File: src/t2cr_regs.vh
// Notes on behaviour
// Overflow sets overflow_flag unless a serial clock select bit is set.
// Trigger-caused capture or reload sets external_event_flag; software clears.
// Receive clock select routes this overflow to serial receive, modes 1 and 3.
// Transmit clock select routes this overflow to serial transmit, modes 1, 3.
// Trigger falling edge acts only when enabled and not clocking serial port.
// Counter runs while run_control is set; otherwise it stops counting but trigger reloads still load it.
// function_select set counts count pin edges, clear counts core clocks.
// capture_select with trigger enable captures count on trigger falling edge.
// capture_select clear reloads on overflow and on enabled trigger edges.
// Either serial clock select forces auto-reload, capture_select ignored.
// Count and capture/reload byte pairs, eight bits each, reset to zero.
// Capture copies count into reload pair; reload loads count from it.
// Count is 16 bits, low byte first; overflow is a tick at all ones, wrapping to zero only in capture mode.
`ifndef T2CR_REGS_VH
`define T2CR_REGS_VH

`define T2CR_ADDR_CONTROL 8'hC8
`define T2CR_ADDR_RELOAD_LOW 8'hCA
`define T2CR_ADDR_RELOAD_HIGH 8'hCB
`define T2CR_ADDR_COUNT_LOW 8'hCC
`define T2CR_ADDR_COUNT_HIGH 8'hCD

`define T2CR_BIT_OVERFLOW_FLAG 7
`define T2CR_BIT_EXTERNAL_EVENT_FLAG 6
`define T2CR_BIT_RECEIVE_CLOCK_SELECT 5
`define T2CR_BIT_TRANSMIT_CLOCK_SELECT 4
`define T2CR_BIT_EXTERNAL_TRIGGER_ENABLE 3
`define T2CR_BIT_RUN_CONTROL 2
`define T2CR_BIT_FUNCTION_SELECT 1
`define T2CR_BIT_CAPTURE_SELECT 0

`define T2CR_RESET_CONTROL 8'h00
`define T2CR_RESET_BYTE 8'h00
`define T2CR_COUNT_ALL_ONES 16'hFFFF
`define T2CR_COUNT_ZERO 16'h0000

`define T2CR_SERIAL_MODE_1 2'h1
`define T2CR_SERIAL_MODE_3 2'h3

`endif

File: src/t2cr_fall_detect.v
`timescale 1ns/10ps
`default_nettype none

module t2cr_fall_detect (
    input wire clk,
    input wire sys_rst,
    input wire pin_in,
    output reg fall_pulse
);

reg sync1_r;
reg sync2_r;
reg last_r;

// ----------------------------------------
// Two-stage synchroniser and edge detect
// ----------------------------------------
always @(posedge clk) begin
    if (sys_rst) begin
        sync1_r <= 1'b1;
        sync2_r <= 1'b1;
        last_r <= 1'b1;
        fall_pulse <= 1'b0;
    end else begin
        sync1_r <= pin_in;
        sync2_r <= sync1_r;
        last_r <= sync2_r;
        fall_pulse <= last_r & ~sync2_r;
    end
end

endmodule // t2cr_fall_detect
`default_nettype wire

File: src/t2cr_timer2.v
`timescale 1ns/10ps
`default_nettype none
`include "t2cr_regs.vh"

module t2cr_timer2 (
    input wire clk,
    input wire sys_rst,
    input wire [7:0] sfr_addr,
    input wire sfr_wr,
    input wire [7:0] sfr_wdata,
    output reg [7:0] sfr_rdata,
    output reg sfr_hit,
    input wire count_input_pin,
    input wire trigger_pin,
    input wire timer1_overflow,
    input wire [1:0] serial_mode,
    output reg serial_rx_tick,
    output reg serial_tx_tick,
    output reg overflow_pulse
);

reg [7:0] control_r;
reg [7:0] control_nxt;
reg [15:0] count_r;
reg [15:0] count_nxt;
reg [15:0] reload_r;
reg [15:0] reload_nxt;
reg [7:0] rdata_nxt;
reg hit_nxt;

wire count_fall;
wire trig_fall;

t2cr_fall_detect u_count_edge (
    .clk(clk),
    .sys_rst(sys_rst),
    .pin_in(count_input_pin),
    .fall_pulse(count_fall)
);

t2cr_fall_detect u_trig_edge (
    .clk(clk),
    .sys_rst(sys_rst),
    .pin_in(trigger_pin),
    .fall_pulse(trig_fall)
);

// ----------------------------------------
// Control decode
// ----------------------------------------
wire rx_sel = control_r[`T2CR_BIT_RECEIVE_CLOCK_SELECT];
wire tx_sel = control_r[`T2CR_BIT_TRANSMIT_CLOCK_SELECT];
wire trig_en = control_r[`T2CR_BIT_EXTERNAL_TRIGGER_ENABLE];
wire run = control_r[`T2CR_BIT_RUN_CONTROL];
wire func_sel = control_r[`T2CR_BIT_FUNCTION_SELECT];
wire cap_sel = control_r[`T2CR_BIT_CAPTURE_SELECT];
wire baud_use = rx_sel | tx_sel;
wire capture_mode = cap_sel & ~baud_use;

// Counting tick
wire tick = run & (func_sel ? count_fall : 1'b1);
wire ovf = tick & (count_r == `T2CR_COUNT_ALL_ONES);
wire trig_event = trig_fall & trig_en & ~baud_use;

// ----------------------------------------
// Decode functions
// ----------------------------------------
function wr_hit;
    input wr;
    input [7:0] addr;
    input [7:0] target;
    begin
        wr_hit = wr & (addr == target);
    end
endfunction

function baud_mode;
    input [1:0] mode;
    begin
        case (mode)
            `T2CR_SERIAL_MODE_1: baud_mode = 1'h1;
            `T2CR_SERIAL_MODE_3: baud_mode = 1'h1;
            default: baud_mode = 1'h0;
        endcase
    end
endfunction

wire serial_modes_13 = baud_mode(serial_mode);
wire wr_control = wr_hit(sfr_wr, sfr_addr, `T2CR_ADDR_CONTROL);
wire wr_count_low = wr_hit(sfr_wr, sfr_addr, `T2CR_ADDR_COUNT_LOW);
wire wr_count_high = wr_hit(sfr_wr, sfr_addr, `T2CR_ADDR_COUNT_HIGH);
wire wr_reload_low = wr_hit(sfr_wr, sfr_addr, `T2CR_ADDR_RELOAD_LOW);
wire wr_reload_high = wr_hit(sfr_wr, sfr_addr, `T2CR_ADDR_RELOAD_HIGH);

// ----------------------------------------
// Capture, reload and flag events
// ----------------------------------------
wire reload_on_ovf = ovf & ~capture_mode;
wire reload_on_trig = trig_event & ~capture_mode;
wire capture_on_trig = trig_event & capture_mode;
wire do_reload = reload_on_ovf | reload_on_trig;
wire set_ovf_flag = ovf & ~baud_use;
wire set_ext_flag = trig_event;

// ----------------------------------------
// Count next state
// ----------------------------------------
always @* begin
    count_nxt = count_r;
    if (tick) begin
        count_nxt = count_r + 16'h0001;
    end
    if (do_reload) begin
        count_nxt = reload_r;
    end
    if (wr_count_low) begin
        count_nxt[7:0] = sfr_wdata;
    end
    if (wr_count_high) begin
        count_nxt[15:8] = sfr_wdata;
    end
end

// ----------------------------------------
// Capture/reload pair next state
// ----------------------------------------
always @* begin
    reload_nxt = reload_r;
    if (capture_on_trig) begin
        reload_nxt = count_r;
    end
    if (wr_reload_low) begin
        reload_nxt[7:0] = sfr_wdata;
    end
    if (wr_reload_high) begin
        reload_nxt[15:8] = sfr_wdata;
    end
end

// ----------------------------------------
// Control next state
// ----------------------------------------
always @* begin
    control_nxt = control_r;
    if (wr_control) begin
        control_nxt = sfr_wdata;
    end
    // Hardware set wins over a software clear
    if (set_ovf_flag) begin
        control_nxt[`T2CR_BIT_OVERFLOW_FLAG] = 1'h1;
    end
    if (set_ext_flag) begin
        control_nxt[`T2CR_BIT_EXTERNAL_EVENT_FLAG] = 1'h1;
    end
end

// ----------------------------------------
// Registers
// ----------------------------------------
always @(posedge clk) begin
    if (sys_rst) begin
        control_r <= `T2CR_RESET_CONTROL;
        count_r <= `T2CR_COUNT_ZERO;
        reload_r <= `T2CR_COUNT_ZERO;
    end else begin
        control_r <= control_nxt;
        count_r <= count_nxt;
        reload_r <= reload_nxt;
    end
end

// ----------------------------------------
// Serial baud ticks and overflow pulse
// ----------------------------------------
wire rx_src = rx_sel ? ovf : timer1_overflow;
wire tx_src = tx_sel ? ovf : timer1_overflow;

always @(posedge clk) begin
    if (sys_rst) begin
        serial_rx_tick <= 1'h0;
        serial_tx_tick <= 1'h0;
        overflow_pulse <= 1'h0;
    end else begin
        serial_rx_tick <= serial_modes_13 & rx_src;
        serial_tx_tick <= serial_modes_13 & tx_src;
        overflow_pulse <= ovf;
    end
end

// ----------------------------------------
// Read mux, unmapped addresses read zero
// ----------------------------------------
always @* begin
    rdata_nxt = `T2CR_RESET_BYTE;
    hit_nxt = 1'h1;
    case (sfr_addr)
        `T2CR_ADDR_CONTROL: begin
            rdata_nxt = control_r;
        end
        `T2CR_ADDR_RELOAD_LOW: begin
            rdata_nxt = reload_r[7:0];
        end
        `T2CR_ADDR_RELOAD_HIGH: begin
            rdata_nxt = reload_r[15:8];
        end
        `T2CR_ADDR_COUNT_LOW: begin
            rdata_nxt = count_r[7:0];
        end
        `T2CR_ADDR_COUNT_HIGH: begin
            rdata_nxt = count_r[15:8];
        end
        default: begin
            hit_nxt = 1'h0;
        end
    endcase
end

// ----------------------------------------
// Read path, one cycle after the address
// ----------------------------------------
always @(posedge clk) begin
    if (sys_rst) begin
        sfr_rdata <= `T2CR_RESET_BYTE;
        sfr_hit <= 1'h0;
    end else begin
        sfr_rdata <= rdata_nxt;
        sfr_hit <= hit_nxt;
    end
end

endmodule // t2cr_timer2
`default_nettype wire

File: config.mk
export PLATFORM = sky130hd
export DESIGN_NAME = t2cr_timer2
export DESIGN_NICKNAME = d
export VERILOG_FILES = /design/src/t2cr_fall_detect.v /design/src/t2cr_timer2.v
export VERILOG_INCLUDE_DIRS = /design/src
export SDC_FILE = /design/constraint.sdc
export NUM_CORES = 1
export LEC_CHECK = 0
export BUFFER_PORTS_ARGS = -buffer_cell sky130_fd_sc_hd__clkbuf_2
export CAP_MARGIN = 10
export CORE_ASPECT_RATIO = 1.75
export CORE_MARGIN = 2
export CORE_UTILIZATION = 50
export CTS_CLUSTER_DIAMETER = 40
export DETAILED_ROUTE_END_ITERATION = 12
export MAX_ROUTING_LAYER = met4
export PLACE_DENSITY = 0.72
export SKIP_CTS_REPAIR_TIMING = 1
export SLEW_MARGIN = 5
export SYNTH_ARGS = -nofsm -noshare
export SYNTH_HDL_FRONTEND = slang
export SYNTH_SLANG_ARGS = --single-unit
File: constraint.sdc
create_clock -name clk -period 4.3 [get_ports clk]
set_input_delay 0.86 -clock clk [delete_from_list [all_inputs] [get_ports clk]]
set_output_delay 0.86 -clock clk [all_outputs]
set_load 0.005 [all_outputs]
-- Word-level counts from Yosys, hierarchy flattened
Cells that the tools add are included.
W data, S select, Z words.
- input port bits: 24
- output and inout port bits: 12
- memories kept: 0
- register bits: 60
- memory bits (read-only): 0
- word-level logic and storage cells: 77
- RAM bits: 0
- bits in latches: 0
- bitwise gates (word level): 24
- multiplexer cells: 16
- $add $sub $neg: 1
- $mul: 0
- reductions and logical operators: 8
- shifts and indexed selects: 0
- equality and inequality tests: 8
- $lt $le $gt $ge: 0
- divide/modulo/power cells: 0
- operators by type and width (operator ; count):
    $mux W16 ; 3
    $eq A8 B8 Y1 const B ; 5
    $mux W8 ; 5
    $pmux W8 S5 ; 1
    $and A1 B1 Y1 ; 18
    $add A16 B1 Y16 const B ; 1
    $eq A16 B16 Y1 const B ; 1
    $reduce_bool A2 Y1 ; 4
    $mux W1 ; 7
    $reduce_bool A3 Y1 ; 2
    $reduce_or A5 Y1 ; 1
    $not A1 Y1 ; 4
    $eq A2 B1 Y1 const B ; 1
    $eq A2 B2 Y1 const B ; 1
    $or A1 B1 Y1 ; 2
    $reduce_or A2 Y1 ; 1

-- Depth between registers and ports, before layout
Gate-level depths: netlist (run 1).
- word-level depth: 8
- depth in mapped cells: 7

-- Hierarchy
From an unflattened synthesis (run 1), not the netlist that was laid out.
- cells, all modules: 335
- area, all modules: 2975.4 µm²
- modules (own cells, without submodules) (module ; seq. area each (µm²) ; area each (µm²) ; cells each ; times used):
    t2cr_timer2 ; 1041.0 ; 2762.6 ; 319 ; 1
    t2cr_fall_detect ; 80.1 ; 106.4 ; 8 ; 2

-- Worst setup path after synthesis (run 1)
OpenSTA, ideal clock, no wires.
- kind: input-to-reg
- start: input port sfr_addr[4]
- end: register reload_r[10]
- arrival: 2.409 ns
- stages: 5
- library setup time: 0.091 ns
- path slack: 1.800 ns
- path through: nand4b_2 > nor4_2 > nand2_1 > buf_2 > a311oi_1
- longest elaborated chain between the ends: 3
- elaborated cells between the ends (all ways): 4
- classes of those cells: eq/ne (1); mux (1); bitwise (1); reduce/logical (1)
- RTL lines (element ; RTL line ; RTL):
    from (decl) ; t2cr_timer2.v:8 ; input wire [7:0] sfr_addr,
    $eq A8 B8 Y1 (*) ; t2cr_timer2.v:73 ; wr_hit = wr & (addr == target);
    $and A1 B1 Y1 (*) ; t2cr_timer2.v:73 ;
    $mux W8 / $reduce_bool A2 Y1 (equally long branches) ; - ;
    to (signal assigned) ; t2cr_timer2.v:164 ; reload_r <= `T2CR_COUNT_ZERO;
    to (signal assigned) ; t2cr_timer2.v:168 ; reload_r <= reload_nxt;
    to (decl) ; t2cr_timer2.v:26 ; reg [15:0] reload_r;
Mark *: on every way between the ends. The rest lies on a longest branch, timed or not.
A chain may end at the register's enable or synchronous reset.

-- Worst setup path after layout (run 1)
- start: input port sfr_addr[4]
- end: register count_r[3]
- longest elaborated chain between the ends: 3
- elaborated cells between the ends (all ways): 4
- classes of those cells: eq/ne (1); mux (1); bitwise (1); reduce/logical (1)
- RTL lines (element ; RTL line ; RTL):
    $eq A8 B8 Y1 (*) ; t2cr_timer2.v:73 ;
    $and A1 B1 Y1 (*) ; t2cr_timer2.v:73 ;
    $reduce_bool A3 Y1 (no source line) / $mux W8 (equally long branches) ; - ;
    to (signal assigned) ; t2cr_timer2.v:163 ; count_r <= `T2CR_COUNT_ZERO;
    to (signal assigned) ; t2cr_timer2.v:167 ; count_r <= count_nxt;
    to (decl) ; t2cr_timer2.v:24 ; reg [15:0] count_r;
Marks and branches as above.

==> metrics.md, run 1 <==
| Metric | Value |
|---|---|
| Routed length on met2 | `4640 um` |
| CTS max path bufs | `2` |
| Hold wc startpoint | `u_trig_edge.last_r` |
| Syn avg cell area | `8.73 um^2` |
| WL final | `9220 um` |
| Accumulated negative setup slack | `0 ps` |
| Grt total ovfl | `0` |
| Leak | `1.11 nW` |
| RSZ-0062 raised after global routing | `false` |
| Cts bufs inserted | `9` |
| Share of layout cells above drive strength 1 | `19.7%` |
| CP Class | `in -> reg` |
| DRC viols | `0` |
| Starting Density | `a little over half` |
| Part of the cycle the worst path needs | `61.4%` |
| Sink Count | `60` |
| Die Ht | `~110 um` |
| Number of synthesized register bits | `60` |
| Worst min path class | `reg -> reg` |
| Maximum vdd ir drop | `0.000242 V` |
| CP Data Required Time | `about 4500 ps` |
| Row cnt | `37` |
| Via count | `3,004` |
| Register-to-Register Path Depth | `6` |
| Final net count | `401` |
| I/O pin cnt | `36` |
| Ant. Diodes | `0` |
| Status | `complete, no violations` |
| WP data arrival | `2860 ps` |
| Worst skew pair latency | `350 ps` |
| Crit end category | `flop` |
| Synth Instances | `354` |
| H-tree depth | `3` |
| Reg2reg end | `count_r[4]` |
| Post-synthesis cell type count | `48` |
| Max transition margin | `48.3%` |
| Top_reg_cell synth | `dfxtp_1` |
| Top Metal Used | `met4` |
| Pwr dens | `341 mW/mm^2` |
| Flop2flop setup slack | `1660 ps` |
| WL per Instance | `approximately 20 um` |
| Worst Hold End | `u_trig_edge.fall_pulse` |
| Detailed Place HPWL | `roughly 6300 um` |
| Max stage delay cell, worst path | `nor4b_4` |
| Hold path depth | `2` |
| Start of the worst register-to-register path | `count_r[0]` |
| Synth async-reset ratio | `0%` |
| Synthesized cell area | `between 0.003 and 0.004 mm^2` |
| Net Count, Synth | `between 300 and 400` |
| Most frequent cells after synthesis | `dfxtp_1, nand2_1, nor2_1, o21ai_0` |
| Worst slack, placed | `~1300 ps` |
| Slew @ Worst Pin | `775 ps` |
| Inst Count DP | `443` |
| Peak per-stage delay on the critical path | `around 640 ps` |
| M1 WL | `3450 um` |
| Die ar. | `approximately 0.0069 mm^2` |
| Final hold slack | `~410 ps` |
| # setup viols final | `0` |
| Vias per Instance | `between 6 and 7` |
| Dominant cell type by area after synthesis | `dfxtp_1` |
| Post-Layout Cell Count | `approximately 460` |
| Initial antenna violation count | `0` |
| Critical path, cell by cell | `clkbuf_2 -> nand4b_2 -> nor4b_4 -> nand2_1 -> nand2_1 -> o32ai_1` |
| Number of synthesized flops with an enable pin | `0` |
| PnR worst setup slack | `1660 ps` |
| First-pass detailed-route iteration total | `8` |
| Top-count cell post-synth | `dfxtp_1` |
| Pwr Total | `0.00117 W` |
| Top cell type's share of synthesized area | `around two fifths` |
| Final-report hold violation count | `0` |
| Clock-pin slew on the worst setup and hold paths | `60 ps` |
| Final Max Tran Viols | `0` |
| Vias in the first global route | `2,918` |
| Synth-to-Final Area Change | `11.0%` |
| Area contributors post-synth | `dfxtp_1, nand2_1, nor2_1` |
| MaxCap Viol Count | `0` |
| Number of port buffers | `34` |
| GRT Total Usage | `between 20% and 30%` |
| Max frequency | `0.379 GHz` |
| Largest net degree at the start of global routing | `40` |
| Antenna viol nets, final | `0` |
| CTS root buf | `clkbuf_8` |
| RePlAce Congestion | `0.983` |
| CTS tree | `done` |
| Sequential fraction of the synthesis area | `38.9%` |
| Fin crit period | `2640 ps` |
| Cell mode on critical path | `nand2_1` |
| Startpoint types | `primary input` |
| Iter 0 DRT Violations | `around 330` |
| Clock skew | `7.54 ps` |
| First-pass GRT wire length | `14,900 um` |
| Yosys warning total | `0` |
| Met3 wire len | `622 um` |
| Core area | `0.00593 mm^2` |
| Max Fanout on Critical Path | `10` |
| Die X-Extent | `63.4 um` |
[state kept, by name, summed over array words and instances (netlist names)]
| signal | cells |
|---|---|
| count_r | 16 |
| reload_r | 16 |
| control_r | 8 |
| sfr_rdata | 8 |
| overflow_pulse | 1 |
| serial_rx_tick | 1 |
| serial_tx_tick | 1 |
| sfr_hit | 1 |
| u_count_edge.fall_pulse | 1 |
| u_count_edge.last_r | 1 |
| u_count_edge.sync1_r | 1 |
| u_count_edge.sync2_r | 1 |
| u_trig_edge.fall_pulse | 1 |
| u_trig_edge.last_r | 1 |
| u_trig_edge.sync1_r | 1 |
| u_trig_edge.sync2_r | 1 |
[layout make-up]
| type | count | area [um^2] |
|---|---|---|
| multi-input combinational | 261 | 1690 |
| clock buffer | 11 | 141 |
| inverter | 5 | 18.8 |
| clock inverter | 5 | 75.1 |
| tap | 78 | 97.6 |
| sequential | 60 | 1200 |
| fill | 597 | 2500 |
| timing repair buffer | 39 | 208 |
[metal layers]
layer  vias to the layer above  global-route usage [%]
li1                       1384                       -
met1                      1403                    32.3
met2                       172                    48.2
met3                        45                    5.10
met4                         0                    21.9
met5                         -                       -
[power breakdown]
group	internal (W)	total (W)	switching (W)	leakage (nW)
Combinational	0.0000150	0.0000455	0.0000304	0.510
Clock	0.000339	0.000562	0.000223	0.113
Sequential	0.000560	0.000562	0.00000206	0.485
[logic make-up after synthesis]
family / Yosys count / synth area share [%]
and+or+nand+nor: 142 / 24.5
AOI/OAI and AO/OA: 102 / 25.1
DFF: 60 / 38.9
buffers and inverters: 33 / 6.52
xor gates and xnor gates: 13 / 3.68
muxes: 3 / 0.972
adders and majority gates: 1 / 0.405
[how the worst max path moves through the flow]
| stage | end | from | slack [ps] | cells past startpoint |
|---|---|---|---|---|
| 2_1_floorplan | reload_r[10] | sfr_addr[4] | 1800 | 5 |
| 3_3_place_gp | count_r[1] | sfr_addr[4] | 1400 | 6 |
| 3_5_place_dp | count_r[3] | sfr_addr[4] | 1340 | 6 |
| 4_1_cts | count_r[10] | count_r[0] | 1690 | 6 |
| 5_1_grt | count_r[10] | count_r[0] | 1520 | 6 |
| 6_report | count_r[3] | sfr_addr[4] | 1660 | 6 |
[worst max-delay path: cells and delay by family]
| family | cells | cell delay (ps) |
|---|---|---|
| AOI/OAI and AO/OA | 1 | 160 |
| and+or+nand+nor | 4 | 1760 |
| buffers and inverters | 1 | 70 |
[per-stage QoR]
stage / area (um^2) / utilization [%]
final: 3430 / 57.9
after global routing: 3430 / 57.9
after CTS: 3430 / 57.9
after detailed placement: 3210 / 54.2
after global placement: 3210 / 54.2
after floorplan: 3090 / -
[cell usage in the layout, fill, tap and decap left out, types with 4 or more instances in the layout]
cell type	Yosys	routed
a22oi_1	14	14
a21oi_1	11	11
inv_1	5	5
xnor2_1	8	8
dfxtp_1	60	60
nor4_1	4	4
clkbuf_2	1	34
buf_4	3	5
nand4_1	4	4
a31oi_1	7	7
xor2_1	5	5
a221oi_1	15	15
o32ai_1	16	16
clkbuf_8	4	10
o21ai_0	17	17
nand2_1	46	46
a311oi_1	16	16
nor2_1	43	43
or2_2	7	7
nand3_1	12	12
nand2b_1	5	5
(Power assumes the default switching activity.)
==> run 2: changes to the inputs <==
--- a/config.mk
+++ b/config.mk
@@ -6,6 +6,7 @@
 export SDC_FILE = /design/constraint.sdc
 export NUM_CORES = 1
 export LEC_CHECK = 0
+export ABC_AREA = 1
 export BUFFER_PORTS_ARGS = -buffer_cell sky130_fd_sc_hd__clkbuf_2
 export CAP_MARGIN = 10
 export CORE_ASPECT_RATIO = 1.75
@@ -14,7 +15,7 @@
 export CTS_CLUSTER_DIAMETER = 40
 export DETAILED_ROUTE_END_ITERATION = 12
 export MAX_ROUTING_LAYER = met4
-export PLACE_DENSITY = 0.72
+export PLACE_DENSITY = 0.74
 export SKIP_CTS_REPAIR_TIMING = 1
 export SLEW_MARGIN = 5
 export SYNTH_ARGS = -nofsm -noshare
==> constraint.sdc (replaced) <==
create_clock -name clk -period 2.4 [get_ports clk]
set_input_delay 0.48 -clock clk [delete_from_list [all_inputs] [get_ports clk]]
set_output_delay 0.48 -clock clk [all_outputs]
set_load 0.005 [all_outputs]
==> run 2 against run 1 <==
Effect of this change: clock skew down 1.7 ps; final cell count increased by 37%; critical path depth up 3; critical path type is now reg -> reg; largest cell class unchanged.
==> metrics.md, run 2 <==
| Metric | Value |
|---|---|
| Number of port buffers | `34` |
| Critical path, cell by cell | `ha_1 -> nand3_1 -> nor2_2 -> nand3_2 -> nand2_2 -> nand2_1 -> o21ai_0 -> nand3_1 -> a21oi_1` |
| CP top delay family | `simple AND/OR/NAND/NOR gates` |
| CTS tree | `done` |
| Starting Density | `51.1%` |
| Clock skew | `5.80 ps` |
| Yosys warning total | `0` |
| RePlAce Congestion | `1.02` |
| Most common cell after layout, fill and taps aside | `nand2_1` |
| I/O pin cnt | `36` |
| Max Fanout on Critical Path | `12` |
| Worst min path class | `in -> reg` |
| H-tree depth | `3` |
| MaxCap Viol Count | `0` |
| Max transition margin | `between 60% and 70%` |
| Pwr dens | `around 580 mW/mm^2` |
| Status | `complete, no violations` |
| Pwr Total | `roughly 0.0022 W` |
| Via count | `~3,500` |
| Vias per Instance | `5.50` |
| RSZ-0062 raised after global routing | `false` |
| Vias in the first global route | `3,372` |
| CTS max path bufs | `2` |
| Stages on the worst setup path | `9` |
| Accumulated negative setup slack | `0 ps` |
| Synth-to-Final Area Change | `17.3%` |
| Synth async-reset ratio | `0%` |
| Net Count, Synth | `around 520` |
| Largest net degree at the start of global routing | `39` |
| Post-synthesis cell type count | `31` |
| Fin crit period | `2120 ps` |
| Final-report hold violation count | `0` |
| Startpoint types | `flop` |
| Share of layout cells above drive strength 1 | `between 10% and 20%` |
| Critical Path Source | `count_r[0]` |
| Biggest regs | `count_r: 16 flops, reload_r: 16 flops` |
| Top cell type's share of synthesized area | `36.5%` |
| # setup viols final | `0` |
| Most frequent cells after synthesis | `nand2_1, inv_1, nand3_1, dfxtp_1, nor2_1` |
| Top_reg_cell synth | `dfxtp_1` |
| Hold path depth | `2` |
| Detailed Place HPWL | `between 8000 and 9000 um` |
| Die ar. | `between 0.007 and 0.008 mm^2` |
| WL per Instance | `~17 um` |
| WL final | `around 11,000 um` |
| Most frequent cells in the layout | `nand2_1, inv_1, nand3_1, dfxtp_1, nor2_1` |
| Crit end category | `flop` |
| Final Max Tran Viols | `0` |
| WP data arrival | `2380 ps` |
| Synthesized cell area | `0.00329 mm^2` |
| Slew @ Worst Pin | `482 ps` |
| First-pass detailed-route iteration total | `5` |
| CP Class | `reg -> reg` |
| Dominant cell type by area after synthesis | `dfxtp_1` |
| GRT Total Usage | `32.4%` |
| CP Data Required Time | `2660 ps` |
| Start of the worst register-to-register path | `count_r[0]` |
| Cts bufs inserted | `9` |
| Syn avg cell area | `6.59 um^2` |
| Hold wc startpoint | `trigger_pin` |
| First-pass GRT wire length | `17,100 um` |
| Cell mode on critical path | `nand3_1` |
| Row cnt | `39` |
| CTS root buf | `clkbuf_16` |
| Max stage delay cell, worst path | `dfxtp_1` |
| Peak per-stage delay on the critical path | `400 ps` |
| Clock-pin slew on the worst setup and hold paths | `around 50 ps` |
| Maximum vdd ir drop | `about 0.00037 V` |
| Register-to-Register Path Depth | `9` |
| Worst skew pair latency | `330 ps` |
| Number of synthesized flops with an enable pin | `0` |
| Max frequency | `0.471 GHz` |
| Ant. Diodes | `0` |
| Part of the cycle the worst path needs | `88.5%` |
| Sequential fraction of the synthesis area | `between 30 and 40%` |
| Iter 0 DRT Violations | `314` |
| Core area | `0.00644 mm^2` |
| Final net count | `568` |
| Top-count cell post-synth | `nand2_1` |
| Number of synthesized register bits | `60` |
| Antenna viol nets, final | `0` |
| Leak | `between 1.5 and 2 nW` |
| Area contributors post-synth | `dfxtp_1, nand2_1, nand3_1` |
| Bufs and invs on worst path | `0` |
| Grt total ovfl | `0` |
| Die X-Extent | `about 65 um` |
| Synth Instances | `499` |
| Initial antenna violation count | `0` |
| DRC viols | `0` |
| Die Ht | `about 110 um` |
| Sink Count | `60` |
run 2: metal layers:
| layer | vias to the layer above | wire, um | GRT usage [%] |
|---|---|---|---|
| li1 | 1719 | - | - |
| met1 | 1557 | 4180 | 35.7 |
| met2 | 141 | 5500 | 53.3 |
| met3 | 41 | 563 | 5.58 |
| met4 | 0 | 630 | 19.2 |
| met5 | - | 0 | - |
run 2: cell families after synthesis:
logic type | share of synthesized area (%)
compound gates | 14.6
xor+xnor | 1.60
fa+ha+maj | 0.380
buf+inv | 10.8
flops | 36.5
simple gates | 36.2
run 2: area by class of cell:
cell class | instances | area [um^2]
inverter | 77 | 289
clock buffer | 10 | 229
fill | 663 | 2580
clock inverter | 5 | 30.0
tap | 82 | 103
sequential | 60 | 1200
timing repair buffer | 46 | 273
multi-input combinational | 349 | 1730
run 2: where the power goes:
group | switching [W] | total [W] | internal, W
Combinational | 0.0000598 | 0.0000854 | 0.0000256
Sequential | 0.00000220 | 0.00101 | 0.00100
Clock | 0.000453 | 0.00114 | 0.000685
run 2: per-stage QoR:
stage | setup WS [ps] | util, % | instance area [um^2] | hold WS (ps) | instances
floorplan | 686 | - | 3290 | 389 | 499
global placement | 347 | 55.9 | 3600 | 392 | 614
detailed placement | 314 | 55.9 | 3600 | 394 | 614
CTS | 288 | 59.9 | 3860 | 327 | 629
global route | 138 | 59.9 | 3860 | 337 | 629
finish | 277 | 59.9 | 3860 | 327 | 629
run 2: final timing paths:
kind | endpoint | slack [ps]
hold / removal | u_trig_edge.sync1_r | 330
setup / recovery | count_r[8] | 280
setup reg to reg | count_r[8] | 280
hold reg to reg | u_trig_edge.sync2_r | 410
==> run 3: changes to the inputs <==
--- a/config.mk
+++ b/config.mk
@@ -15,7 +15,7 @@
 export CTS_CLUSTER_DIAMETER = 40
 export DETAILED_ROUTE_END_ITERATION = 12
 export MAX_ROUTING_LAYER = met4
-export PLACE_DENSITY = 0.74
+export PLACE_DENSITY = 0.72
 export SKIP_CTS_REPAIR_TIMING = 1
 export SLEW_MARGIN = 5
 export SYNTH_ARGS = -nofsm -noshare
==> run 3 against run 2 <==
Effect of this change: clock skew rose by 2.3 ps; highest routed layer unchanged; die area unchanged; routed wire length up 4.5%; non-clock buffer count stayed put; register-to-register slack got worse by 70 ps; core utilization is 0.17 points higher; combinational power grew 1%; via count grew 1.9%; total power is 1.8% higher; setup slack got worse by 72 ps; flip-flop and latch count unchanged; maximum frequency down 3.3%.
==> metrics.md, run 3 (same netlist as run 2, synthesis figures left out) <==
| Metric | Value |
|---|---|
| GR Util met3 | `roughly 6.8%` |
| Vias in the first global route | `~3,400` |
| Number of port buffers | `34` |
| Register-to-Register Path Depth | `9` |
| Detailed Place HPWL | `8380 um` |
| Synth-to-Final Area Change | `17.6%` |
| Ant. Diodes | `0` |
| Worst min path class | `in -> reg` |
| Core area | `0.00644 mm^2` |
| GRT Total Usage | `approximately a third` |
| Maximum vdd ir drop | `0.000568 V` |
| Grt total ovfl | `0` |
| Worst skew pair latency | `around 340 ps` |
| Final-report hold violation count | `0` |
| DRC viols | `0` |
| Die ar. | `0.00727 mm^2` |
| First-pass detailed-route iteration total | `5` |
| Max frequency | `0.456 GHz` |
| Slew @ Worst Pin | `546 ps` |
| Routing usage on met2 | `55.2%` |
| Global routing's busiest layer | `met2` |
| Start of the worst register-to-register path | `count_r[0]` |
| Pwr Total | `between 0.002 and 0.0025 W` |
| Switch Pwr | `roughly 0.00052 W` |
| First-pass GRT wire length | `17,900 um` |
| CTS root buf | `clkbuf_16` |
| Max Fanout on Critical Path | `12` |
| # setup viols final | `0` |
| CP Data Required Time | `2660 ps` |
| Starting Density | `51.1%` |
| RePlAce Congestion | `approximately 1.0` |
| WL final | `11,400 um` |
| Most common cell after layout, fill and taps aside | `nand2_1` |
| Die X-Extent | `between 60 and 70 um` |
| Fin crit period | `2200 ps` |
| Part of the cycle the worst path needs | `around nine tenths` |
| Met1 Use GR | `a little under two fifths` |
| Crit end category | `flop` |
| Critical Path Source | `count_r[0]` |
| CTS max path bufs | `2` |
| Biggest regs | `count_r: 16 flops, reload_r: 16 flops` |
| Final Max Tran Viols | `0` |
| Vias per Instance | `5.59` |
| Status | `complete, no violations` |
| Sink Count | `60` |
| Clock skew | `8.15 ps` |
| Cts bufs inserted | `9` |
| Reg2reg end | `count_r[8]` |
| Flop2flop setup slack | `200 ps` |
| CP Class | `reg -> reg` |
| MaxCap Viol Count | `0` |
| CTS tree | `done` |
| Die Ht | `111 um` |
| Switching share of power | `a little under a quarter` |
| I/O pin cnt | `36` |
| Accumulated negative setup slack | `0 ps` |
| Max transition margin | `63.5%` |
| Initial antenna violation count | `0` |
| Final net count | `568` |
| Leak | `1.53 nW` |
| Pwr dens | `about 600 mW/mm^2` |
| Iter 0 DRT Violations | `332` |
| Largest net degree at the start of global routing | `46` |
| Logic pwr share | `3.8%` |
| Row cnt | `39` |
| Share of layout cells above drive strength 1 | `between 15 and 20%` |
| CP Capture Point | `count_r[8]` |
| Sequential power share | `44.3%` |
| Clock Power Share | `around half` |
| P_int | `0.00175 W` |
| Startpoint types | `flop` |
| Antenna viol nets, final | `0` |
| WL per Instance | `18.0 um` |
| Most frequent cells in the layout | `nand2_1, inv_1, nand3_1, dfxtp_1, nor2_1` |
| H-tree depth | `3` |
| WP data arrival | `2460 ps` |
| Clock-pin slew on the worst setup and hold paths | `50 ps` |
| RSZ-0062 raised after global routing | `false` |
| Via count | `about 3,500` |
==> run 3: changes by cell type in the layout (fill, tap and decap cells not counted) <==
cell / delta
clkinvlp_4: -1
clkbuf_8: +1
clkinv_2: +1
==> run 3: layout make-up <==
type | count | area, um^2
clock buffers | 11 | 243
clock inverters | 5 | 27.5
fillers | 675 | 2570
inverters | 77 | 289
multi-input cells | 349 | 1730
flip-flops and latches | 60 | 1200
well taps | 82 | 103
repair buffers | 46 | 273
==> run 3: through the flow <==
step	hold WS, ps	utilization (%)	instances	instance area [um^2]	setup slack [ps]
after floorplan	389	-	499	3290	686
after global placement	391	55.9	614	3600	284
after detailed placement	397	55.9	614	3600	258
after CTS	330	60.1	630	3870	240
after global routing	333	60.1	630	3870	4.91
final	327	60.1	630	3870	205
==> run 3: how the worst min path moves through the flow <==
| stage | to | startpoint | depth (start not counted) | slack (ps) |
|---|---|---|---|---|
| 6_report | u_trig_edge.sync1_r | trigger_pin | 2 | 330 |
| 3_5_place_dp | u_count_edge.sync2_r | u_count_edge.sync1_r | 1 | 400 |
| 3_3_place_gp | u_count_edge.sync2_r | u_count_edge.sync1_r | 1 | 390 |
| 5_1_grt | u_trig_edge.sync1_r | trigger_pin | 2 | 330 |
| 2_1_floorplan | u_count_edge.sync2_r | u_count_edge.sync1_r | 1 | 390 |
| 4_1_cts | u_trig_edge.sync1_r | trigger_pin | 2 | 330 |
==> run 3: per-layer routing <==
metal | wire length [um] | share of wire [%]
met1 | 4340 | 38
met2 | 5570 | 49
met3 | 691 | 6.1
met4 | 748 | 6.6
met5 | 0 | 0
==> run 3: critical path: stages, from the launching register on <==
cell and delay [ps]:
dfxtp_1 400, ha_1 230, nand3_1 160, nor2_2 240
nand3_2 170, nand2_2 160, nand2_1 330, o21ai_0 190
nand3_1 90, a21oi_1 140
==> run 3: power groups by stage <==
stage,Clock [W],Sequential (W),Combinational (W)
2_1_floorplan,0,0.00103,0.0000373
3_5_place_dp,0,0.00103,0.0000846
3_3_place_gp,0,0.00103,0.0000838
6_report,0.00118,0.00101,0.0000864
4_1_cts,0.00118,0.00101,0.0000848
5_1_grt,0.00124,0.00101,0.0000923
